`src/logic/pcpf_pkg.sv`:
```
// Constants shared by the phase current phasor front end
package pcpf_pkg;
   // Channel structure
   localparam int PHASES = 3;              // Phases a, b, c
   localparam int SEL_W = 2;               // Multiplexer select width
   localparam int ADC_W = 12;              // Converter code width
   localparam int COMP_W = 14;             // Phasor component width in the message
   localparam int WIN = 9;                 // Samples i0..i8 in the one-cycle window
   localparam int SAMPLES_PER_CYCLE = 8;   // Samples per power-frequency cycle
   localparam int ACC_W = 26;              // Filter accumulator width
   // Timing
   localparam int MCLK_HZ = 25_000_000;    // System clock rate
   localparam int POWER_HZ = 50;           // Nominal power frequency
   localparam int SAMPLE_CYCLES = MCLK_HZ / (POWER_HZ * SAMPLES_PER_CYCLE);
   localparam int SETTLE_NS = 1000;        // Least multiplexer settling time
   localparam int SETTLE_CYCLES = (SETTLE_NS * (MCLK_HZ / 1_000_000) + 999) / 1000;
   localparam int GUARD_NS = 200;          // Least wait before trusting busy low
   localparam int GUARD_CYCLES = (GUARD_NS * (MCLK_HZ / 1_000_000) + 999) / 1000;
   localparam int CNT_W = 17;              // Width of the timing counters
   // Fixed-point filter constants
   localparam int INV_SQRT2_Q8 = 181;      // 1/sqrt2 scaled by 256
   localparam int UNIT_Q8 = 256;           // 1.0 scaled by 256
   localparam int HALF_Q8 = 128;           // 0.5 scaled by 256
   localparam int RND_SHIFT = 9;           // Quarter scaling, Q8 removal, one fraction bit kept
   localparam logic [ADC_W-1:0] CODE_MIN = 12'h000; // Offset-binary code limits
   localparam logic [ADC_W-1:0] CODE_MAX = 12'hfff;
   // Message layout, byte indices
   localparam int MSG_BYTES = 21;
   localparam int B_CMD = 0;               // Command byte
   localparam int B_TAG = 1;               // Own sample time tag, two bytes
   localparam int B_RTAG = 3;              // Last remote tag, two bytes
   localparam int B_DLY = 5;               // Arrival-to-sample delay, two bytes
   localparam int B_COMP = 7;              // Six components, eleven bytes
   localparam int B_STAT = 18;             // Status byte
   localparam int B_CRC = 19;              // CRC, high byte first
   localparam int IDX_W = 5;
   localparam int MSG_EVERY = 2;           // Samples per message
   localparam int TAG_W = 16;
   localparam int DLY_SHIFT = 2;           // Delay unit is 4 clocks
   // Check sequence
   localparam logic [15:0] CRC_POLY = 16'h1021;
   localparam logic [15:0] CRC_INIT = 16'hffff;
   // Status byte bits
   localparam int ST_GAP = 0;
   localparam int ST_OVR = 1;
   localparam int ST_CLIP = 2;
   localparam int ST_RXOK = 3;
   // Acquisition states
   typedef enum logic [2:0] {
      PCPF_IDLE = 3'b000,
      PCPF_SETTLE = 3'b001,
      PCPF_START = 3'b010,
      PCPF_WAIT = 3'b011,
      PCPF_STORE = 3'b100
   } pcpf_state_type;
endpackage : pcpf_pkg

```
`src/logic/pcpf_frontend.sv`:
```
// Phase current sampling, one-cycle Fourier filter and 21-byte message packer
// Operation
// - eight samples per cycle, free-running clock
// - sampling never locked to remote end
// - phases multiplexed through SHA, 12-bit conversion
// - 30In maps to full scale, clip
// - nearest quantisation level, half lsb error
// - one-cycle Fourier, end samples halved in cosine
// - eight-point sine and cosine equations
// - component pair forms phasor at window origin
// - new phasor every sample, sliding window
// - each component carried in 14 bits
// - components plus fields form 21 bytes
// - link carries messages in HDLC frames
// - message carries tags and arrival-to-sample delay
// - receiver checks CRC, length, tag gaps
// - one message every two sample periods
`timescale 1ns/10ps
module pcpf_frontend #(
   parameter int unsigned SAMPLE_PERIOD_CYCLES = pcpf_pkg::SAMPLE_CYCLES
) (
   // Clock and reset
   input wire logic mclk,
   input wire logic rst_b,
   // Converter and sample-hold pins
   output logic [pcpf_pkg::SEL_W-1:0] mux_sel,
   output logic sha_hold,
   output logic adc_start,
   input wire logic adc_busy,
   input wire logic [pcpf_pkg::ADC_W-1:0] adc_data,
   // Phasor results
   output logic phasor_valid,
   output logic [pcpf_pkg::COMP_W-1:0] sine_component_a,
   output logic [pcpf_pkg::COMP_W-1:0] cosine_component_a,
   output logic [pcpf_pkg::COMP_W-1:0] sine_component_b,
   output logic [pcpf_pkg::COMP_W-1:0] cosine_component_b,
   output logic [pcpf_pkg::COMP_W-1:0] sine_component_c,
   output logic [pcpf_pkg::COMP_W-1:0] cosine_component_c,
   // Remote tag from the link receiver
   input wire logic rx_tag_valid,
   input wire logic [pcpf_pkg::TAG_W-1:0] rx_tag,
   // Command byte from the protection logic
   input wire logic [7:0] cmd_byte,
   // Message byte stream toward the framer
   output logic msg_valid,
   input wire logic msg_ready,
   output logic [7:0] msg_data,
   output logic msg_first,
   output logic msg_last
);
   import pcpf_pkg::*;

   localparam logic [CNT_W-1:0] SP_LAST = CNT_W'(SAMPLE_PERIOD_CYCLES - 1);
   localparam logic [CNT_W-1:0] SETTLE_LAST = CNT_W'(SETTLE_CYCLES - 1);
   localparam logic [CNT_W-1:0] GUARD_LAST = CNT_W'(GUARD_CYCLES - 1);

   // Round a Q8 sum, scaled by a quarter, to a 14-bit component with one fraction bit
   function automatic logic signed [COMP_W-1:0] round_comp(input logic signed [ACC_W-1:0] acc);
      logic signed [ACC_W-1:0] tmp;
      tmp = acc + ACC_W'(1 <<< (RND_SHIFT - 1));
      return tmp[RND_SHIFT +: COMP_W];
   endfunction : round_comp

   // One byte through the CRC-16 shift register, MSB first
   function automatic logic [15:0] crc_byte(input logic [15:0] crc, input logic [7:0] d);
      logic [15:0] c;
      c = crc ^ {d, 8'h00};
      for (int k = 0; k < 8; k++) begin
         c = c[15] ? ((c << 1) ^ CRC_POLY) : (c << 1);
      end
      return c;
   endfunction : crc_byte

   // Sample clock
   logic [CNT_W-1:0] tick_cnt;             // Free-running sample period counter
   logic tick;                             // One-cycle sample instant
   // Converter handshake
   pcpf_state_type state;                  // Acquisition sequencer
   logic [CNT_W-1:0] wait_cnt;             // Settling and guard counter
   logic [SEL_W-1:0] ph;                   // Phase being converted
   logic busy_s1, busy_s2, busy_s3, busy_q;// Busy synchroniser and filtered level
   logic [ADC_W-1:0] dat_s1, dat_s2, dat_s3;// Data synchroniser
   logic signed [ADC_W-1:0] code;          // Signed sample
   logic store;                            // Sample written this cycle
   logic set_done;                         // All three phases stored
   // Window and filter
   logic signed [ADC_W-1:0] hist [PHASES][WIN]; // Newest sample at index 0
   logic signed [COMP_W-1:0] sin_w [PHASES], cos_w [PHASES]; // Live filter outputs
   logic signed [COMP_W-1:0] sin_r [PHASES], cos_r [PHASES]; // Registered component ports
   // Message fields
   logic [TAG_W-1:0] time_tag;             // Sample number of the current instant
   logic [TAG_W-1:0] rx_last;              // Last remote tag
   logic rx_seen;                          // A remote tag has arrived
   logic [DLY_SHIFT-1:0] dly_pre;
   logic [TAG_W-1:0] dly_cnt;              // Time since last remote arrival
   logic [TAG_W-1:0] dly_tick;             // Delay frozen at the sample instant
   logic every;                            // Alternates each phasor set
   logic gap_f, ovr_f, clip_f;             // Sticky status
   logic launch;
   logic [7:0] msg_buf [MSG_BYTES];
   logic [IDX_W-1:0] idx;
   logic [15:0] crc;
   logic accept;
   logic [8*MSG_BYTES-1:0] next_vec;

   // Sample instants come from our own counter only, so the far end's clock never steers it
   assign tick = (tick_cnt == SP_LAST);
   always_ff @(posedge mclk or negedge rst_b) begin
      if (!rst_b) begin
         tick_cnt <= '0;
      end else begin
         tick_cnt <= tick ? '0 : tick_cnt + 1'b1;
      end
   end

   // Busy and data pins: a change counts once the second and third stages agree
   always_ff @(posedge mclk or negedge rst_b) begin
      if (!rst_b) begin
         {busy_s1, busy_s2, busy_s3, busy_q} <= 4'h0;
         {dat_s1, dat_s2, dat_s3} <= '0;
      end else begin
         {busy_s3, busy_s2, busy_s1} <= {busy_s2, busy_s1, adc_busy};
         {dat_s3, dat_s2, dat_s1} <= {dat_s2, dat_s1, adc_data};
         if (busy_s2 == busy_s3) begin
            busy_q <= busy_s3;
         end
      end
   end

   // Offset-binary code to two's complement; the converter saturates at its
   // limits, and flipping the top bit keeps those limits at -2048 and +2047
   assign code = $signed({~dat_s3[ADC_W-1], dat_s3[ADC_W-2:0]});
   assign store = (state == PCPF_STORE) && (dat_s2 == dat_s3);
   assign set_done = store && (ph == SEL_W'(PHASES - 1));

   // Acquisition: one multiplexer, one SHA, one converter, phases in turn.
   // The period is far longer than three conversions, so a tick is never missed.
   always_ff @(posedge mclk or negedge rst_b) begin
      if (!rst_b) begin
         state <= PCPF_IDLE;
         wait_cnt <= '0;
         ph <= '0;
      end else begin
         case (state)
            PCPF_IDLE: begin
               if (tick) begin
                  ph <= '0;
                  wait_cnt <= SETTLE_LAST;
                  state <= PCPF_SETTLE;
               end
            end
            PCPF_SETTLE: begin     // Multiplexer output settles before hold
               if (wait_cnt == '0) begin
                  state <= PCPF_START;
               end else begin
                  wait_cnt <= wait_cnt - 1'b1;
               end
            end
            PCPF_START: begin      // Hold and start pulse together
               wait_cnt <= GUARD_LAST;
               state <= PCPF_WAIT;
            end
            PCPF_WAIT: begin       // Guard covers the synchroniser lag on busy
               if (wait_cnt != '0) begin
                  wait_cnt <= wait_cnt - 1'b1;
               end else if (!busy_q) begin
                  state <= PCPF_STORE;
               end
            end
            PCPF_STORE: begin
               if (store) begin
                  if (set_done) begin
                     state <= PCPF_IDLE;
                  end else begin
                     ph <= ph + 1'b1;
                     wait_cnt <= SETTLE_LAST;
                     state <= PCPF_SETTLE;
                  end
               end
            end
            default: begin
               state <= PCPF_IDLE;
            end
         endcase
      end
   end

   assign mux_sel = ph;
   assign sha_hold = (state == PCPF_START) || (state == PCPF_WAIT);
   assign adc_start = (state == PCPF_START);

   // Per-phase sliding window and eight-point Fourier filter
   genvar p;
   generate
      for (p = 0; p < PHASES; p++) begin : g_phase
         logic signed [ACC_W-1:0] i [WIN];  // i[n] is sample n, i[0] oldest
         logic signed [ACC_W-1:0] sin_acc, cos_acc;
         for (genvar n = 0; n < WIN; n++) begin : g_tap
            assign i[n] = ACC_W'(hist[p][WIN-1-n]);
         end
         // Window shifts at every stored sample so a phasor follows each instant
         always_ff @(posedge mclk or negedge rst_b) begin
            if (!rst_b) begin
               hist[p] <= '{default: '0};
            end else if (store && ph == SEL_W'(p)) begin
               hist[p][0] <= code;
               for (int k = 1; k < WIN; k++) begin
                  hist[p][k] <= hist[p][k-1];
               end
            end
         end
         // Sums kept in Q8 so 1/sqrt2 and the halves stay exact to the constant
         assign sin_acc = ACC_W'(INV_SQRT2_Q8) * (i[1] + i[3] - i[5] - i[7])
                        + ACC_W'(UNIT_Q8) * (i[2] - i[6]);
         assign cos_acc = ACC_W'(INV_SQRT2_Q8) * (i[1] - i[3] - i[5] + i[7])
                        + ACC_W'(HALF_Q8) * (i[0] - i[4] - i[4] + i[8]);
         // Result is amplitude*cos(phi), amplitude*sin(phi) at window start
         assign sin_w[p] = round_comp(sin_acc);
         assign cos_w[p] = round_comp(cos_acc);
      end
   endgenerate

   // Components latched one cycle after the third phase lands in its window
   always_ff @(posedge mclk or negedge rst_b) begin
      if (!rst_b) begin
         phasor_valid <= 1'b0;
         sin_r <= '{default: '0};
         cos_r <= '{default: '0};
      end else begin
         phasor_valid <= set_done;
         if (phasor_valid) begin
            sin_r <= sin_w;
            cos_r <= cos_w;
         end
      end
   end

   assign sine_component_a = sin_r[0];
   assign cosine_component_a = cos_r[0];
   assign sine_component_b = sin_r[1];
   assign cosine_component_b = cos_r[1];
   assign sine_component_c = sin_r[2];
   assign cosine_component_c = cos_r[2];

   // Time tags, remote tag and the arrival-to-sample delay
   always_ff @(posedge mclk or negedge rst_b) begin
      if (!rst_b) begin
         {time_tag, rx_last, dly_cnt, dly_tick} <= '0;
         {rx_seen, dly_pre} <= '0;
      end else begin
         dly_pre <= dly_pre + 1'b1;
         if (tick) begin
            time_tag <= time_tag + 1'b1;
            dly_tick <= dly_cnt;
         end
         if (rx_tag_valid) begin
            rx_last <= rx_tag;
            rx_seen <= 1'b1;
            dly_cnt <= '0;
         end else if (dly_pre == '1 && dly_cnt != '1) begin
            dly_cnt <= dly_cnt + 1'b1; // Saturates instead of wrapping
         end
      end
   end

   // Sticky status, cleared when reported; a new event in that cycle wins
   always_ff @(posedge mclk or negedge rst_b) begin
      if (!rst_b) begin
         {gap_f, ovr_f, clip_f, every} <= 4'h0;
      end else begin
         if (phasor_valid) begin
            every <= ~every;
         end
         // Remote end sends every second tag, so any other step means a loss
         if (rx_tag_valid && rx_seen && rx_tag != rx_last + TAG_W'(MSG_EVERY)) begin
            gap_f <= 1'b1;
         end else if (launch) begin
            gap_f <= 1'b0;
         end
         if (phasor_valid && every && msg_valid) begin
            ovr_f <= 1'b1;
         end else if (launch) begin
            ovr_f <= 1'b0;
         end
         if (store && (dat_s3 == CODE_MIN || dat_s3 == CODE_MAX)) begin
            clip_f <= 1'b1;
         end else if (launch) begin
            clip_f <= 1'b0;
         end
      end
   end

   // A message every second set; skipped if the previous one is still draining
   assign launch = phasor_valid && every && !msg_valid;

   // Message image, byte 0 first, CRC bytes filled on the way out
   assign next_vec = {cmd_byte, time_tag, rx_last, dly_tick,
                      sin_w[0], cos_w[0], sin_w[1], cos_w[1],
                      sin_w[2], cos_w[2], 4'h0,
                      4'h0, rx_seen, clip_f, ovr_f, gap_f,
                      16'h0000};

   always_ff @(posedge mclk or negedge rst_b) begin
      if (!rst_b) begin
         msg_buf <= '{default: '0};
      end else if (launch) begin
         for (int k = 0; k < MSG_BYTES; k++) begin
            msg_buf[k] <= next_vec[8*(MSG_BYTES-1-k) +: 8];
         end
      end
   end

   // Byte stream; the framer adds flags and stuffing around these 21 bytes
   assign accept = msg_valid && msg_ready;
   always_ff @(posedge mclk or negedge rst_b) begin
      if (!rst_b) begin
         {msg_valid, idx, crc} <= {1'b0, IDX_W'(0), CRC_INIT};
      end else if (launch) begin
         {msg_valid, idx, crc} <= {1'b1, IDX_W'(0), CRC_INIT};
      end else if (accept) begin
         if (idx < IDX_W'(B_CRC)) begin
            crc <= crc_byte(crc, msg_buf[idx]);
         end
         if (idx == IDX_W'(MSG_BYTES - 1)) begin
            msg_valid <= 1'b0;
         end else begin
            idx <= idx + 1'b1;
         end
      end
   end

   assign msg_data = (idx == IDX_W'(B_CRC)) ? crc[15:8] :
                     (idx > IDX_W'(B_CRC)) ? crc[7:0] : msg_buf[idx];
   assign msg_first = msg_valid && (idx == '0);
   assign msg_last = msg_valid && (idx == IDX_W'(MSG_BYTES - 1));
endmodule : pcpf_frontend

```
`config.mk`:
```
export PLATFORM = sky130hd
export DESIGN_NAME = pcpf_frontend
export DESIGN_NICKNAME = d
export VERILOG_FILES = /design/src/logic/pcpf_pkg.sv /design/src/logic/pcpf_frontend.sv
export SDC_FILE = /design/constraint.sdc
export NUM_CORES = 2
export LEC_CHECK = 0
export BUFFER_PORTS_ARGS = -buffer_cell sky130_fd_sc_hd__buf_2
export CORE_UTILIZATION = 50
export CTS_CLUSTER_DIAMETER = 120
export DETAILED_ROUTE_END_ITERATION = 8
export GPL_ROUTABILITY_DRIVEN = 0
export HOLD_SLACK_MARGIN = 0.02
export PLACE_DENSITY_LB_ADDON = 0.12
export SLEW_MARGIN = 30
export SYNTH_ARGS = -nofsm -noshare
export SYNTH_HDL_FRONTEND = slang
export SYNTH_SLANG_ARGS = --single-unit
```
`constraint.sdc`:
```
create_clock -name mclk -period 24.5 [get_ports mclk]
set_input_delay 2.45 -clock mclk [delete_from_list [all_inputs] [get_ports mclk]]
set_output_delay 2.45 -clock mclk [all_outputs]
set_load 0.03 [all_outputs]
```
==> run_results.csv <==
group,metric,value,unit
outcome,status,"finished clean",
logic_synthesis,yosysMostFrequentCell,"inv_1",
layout,utilization,0.550,
sta,worst_slack,15.79,ns
logic_synthesis,yosys-top-cells-area,"dfrtp_1 (30%), fa_1 (17%), ha_1 (13%)",
global_route,grt_overflow_total,0,
sta,finalSetupTns,0,ns
sta,timing.fmax,115,MHz
sta,rsz0062_at_grt,"no",
logic_synthesis,synth_fp_nets,7121,
drt,detail-route-antenna-nets,0,
logic_synthesis,syn-instance-count,5965,
drt,drt_iter0_drc,2058,
setup_path,cp_max_fo,5,
placement,hpwlAfterDp,109,mm
layout,finalInstanceArea,64000,µm²
logic_synthesis,mappedNetlistArea,58700,µm²
global_route,track_usage,0.240,
setup_path,cpMaxStageDelayCell,"fa_1",
placement,place_inst,7505,
logic_synthesis,synth_edf_count,0,
logic_synthesis,async_flop_share,1.00,
setup_path,start_kind,"flop",
sta,hold_viol,0,
setup_path,path_class,"reg -> reg",
sta,max_slew.worst_pin.slew,1.04,ns
clock_tree,clock_sinks,725,
clock_tree,cts_tree,"done",
layout,diodes,0,
clock_tree,numCtsBuffers,86,
min_path,hp-class,"reg -> reg",
logic_synthesis,synth.top_cell.area_share,0.302,
logic_synthesis,yosysWarningCount,0,
floorplanning,core_area,116000,µm²
floorplanning,die_area,119000,µm²
power_and_ir_drop,peakVddDrop,0.0511,mV
floorplanning,fp.dieW,345,µm
setup_path,endpoint_kind,"flop",
floorplanning,start_util,0.505,
sta,relSlewSlack,0.301,
power_and_ir_drop,cellLeakagePower,34.3,nW
clock_tree,post-cts-setup-buffers,0,
global_route,grt_pass1_wl,223,mm
logic_synthesis,ys_ff_latch,725,
layout,fin_cells,7666,
drt,drc,0,
global_route,antenna_found_initial,5,
clock_tree,cts_resized,0,
layout,syn_to_final_growth,8.98,%
logic_synthesis,synth.distinct_cells,102,
power_and_ir_drop,power_density,47.3,nW/µm²
clock_tree,cts-hold-fix-buffers,0,
floorplanning,rows,125,
floorplanning,io_pins,141,
sta,setup_viol,0,
clock_tree,clk_path_buf_depth,3,
clock_tree,path_clk_slew,0.06,ns
layout,fin_nets,7227,
setup_path,cp_data_arrival_time,9.27,ns
drt,viasPerCell,5.16,
sta,skew,0.0397,ns
clock_tree,clock_latency,0.68,ns
sta,slew_viol_final,0,
drt,wire_per_inst,18.0,µm
logic_synthesis,synthTopCellsByCount,"inv_1 (1215), nand2_1 (756), dfrtp_1 (709)",
global_route,first_global_vias,40300,
sta,fin_crit_sh,0.356,
logic_synthesis,avgSynthCellArea,9.84,µm²
drt,drt_first_pass_iters,6,
logic_synthesis,synth_seq_area_share,0.309,
placement,dpl_cell_area,60900,µm²
setup_path,crit_required,25.06,ns
drt,vias,39600,
layout,fill_cells,10500,
logic_synthesis,ys.flop_type,"dfrtp_1",
sta,finalCriticalPeriod,8.71,ns
flow_run,maxCapViolCount,0,
global_route,grt_max_degree,167,
clock_tree,cts_root_buf,"clkbuf_16",
floorplanning,die_y,345,µm
placement,placement.io_buffers,140,
clock_tree,cts-htree-levels,3,
logic_synthesis,yosys.area.top_type,"dfrtp_1",
layout,layout-drive-gt1-share,0.105,
setup_path,slowest_delay,0.55,ns
placement,pre_cts_ws,15.87,ns
drt,drt-total-wl,138,mm
[logic make-up (layout without fill, tap and decap cells)]
family          count (synthesis)  in the layout  synth area share
xor+xnor                      369            369            0.0558
mux                           303            303            0.0641
compound gates                804            804            0.0836
buf+inv                      1365           1542            0.0896
simple gates                 1283           1283            0.0960
fa+ha+maj                    1116           1116             0.302
flops                         725            725             0.309
[sequential cells by signal, indices dropped and copies added (netlist names), 17 cells and up]
name / cells
msg_buf: 144
wait_cnt: 17
tick_cnt: 17
g_phase.i: 324
[path summary, 6_finish.rpt]
check	start	end	slack, ns	cells after the start
max reg2reg	g_phase[1].i[26]	msg_buf[67]	15.79	32
min reg2reg	dat_s1[2]	dat_s2[2]	0.35	0
min	dat_s1[2]	dat_s2[2]	0.35	0
max	g_phase[1].i[26]	msg_buf[67]	15.79	32
min in group asynchronous	rst_b	g_phase[0].i[209]	1.78	1
max in group asynchronous	rst_b	phasor_valid	20.54	4
[final cells by class]
type	instances	area [µm²]	area share
sequential	725	18200	0.284
multi-input combinational	3875	35400	0.552
clock buffer	123	2540	0.0397
tap	1524	1910	0.0298
inverter	1218	4570	0.0714
clock inverter	36	462	0.00722
timing repair buffer	165	986	0.0154
[layer usage]
| layer | up-vias | GRT usage | wire [µm] |
|---|---|---|---|
| met4 | 2 | 0.0575 | 2920 |
| met2 | 601 | 0.386 | 63300 |
| met3 | 159 | 0.0349 | 6060 |
| met1 | 19500 | 0.343 | 65600 |
| li1 | 19300 | - | - |
| met5 | - | 0 | 13 |
[cell usage in the layout, fill, tap and decap left out, types with 139 or more instances in the layout]
cell type	n
nor2_1	195
mux2_2	225
o21ai_0	335
xnor2_1	242
ha_1	616
nand2_1	753
dfrtp_1	706
buf_2	139
fa_1	499
a21oi_1	195
inv_1	1214
[through the flow]
| stage | power (W) | hold slack (ns) |
|---|---|---|
| 2_1_floorplan | 0.00159 | 0.331 |
| 3_3_place_gp | 0.00169 | 0.334 |
| 3_5_place_dp | 0.00169 | 0.342 |
| 4_1_cts | 0.00306 | 0.348 |
| 5_1_grt | 0.00315 | 0.361 |
| 6_report | 0.00303 | 0.354 |
[where the power goes]
part	total, W	internal (W)	leakage (nW)	switching [W]
combinational	0.000376	0.000150	22.9	0.000226
clock	0.00136	0.000795	1.47	0.000561
sequential	0.00130	0.00123	9.86	0.0000637
[worst max-delay path, delay by kind of cell, from the launching register on]
family                   cells  cell delay, ns
adder cells (fa/ha/maj)     10            4.25
AO/OA/AOI/OAI               11            2.27
XOR/XNOR                     2            0.56
AND/OR/NAND/NOR              1            0.46
flip-flops                   1            0.40
buffers and inverters        7            0.38
multiplexers                 1            0.26
No activity file was read; power rests on OpenSTA's default activity.
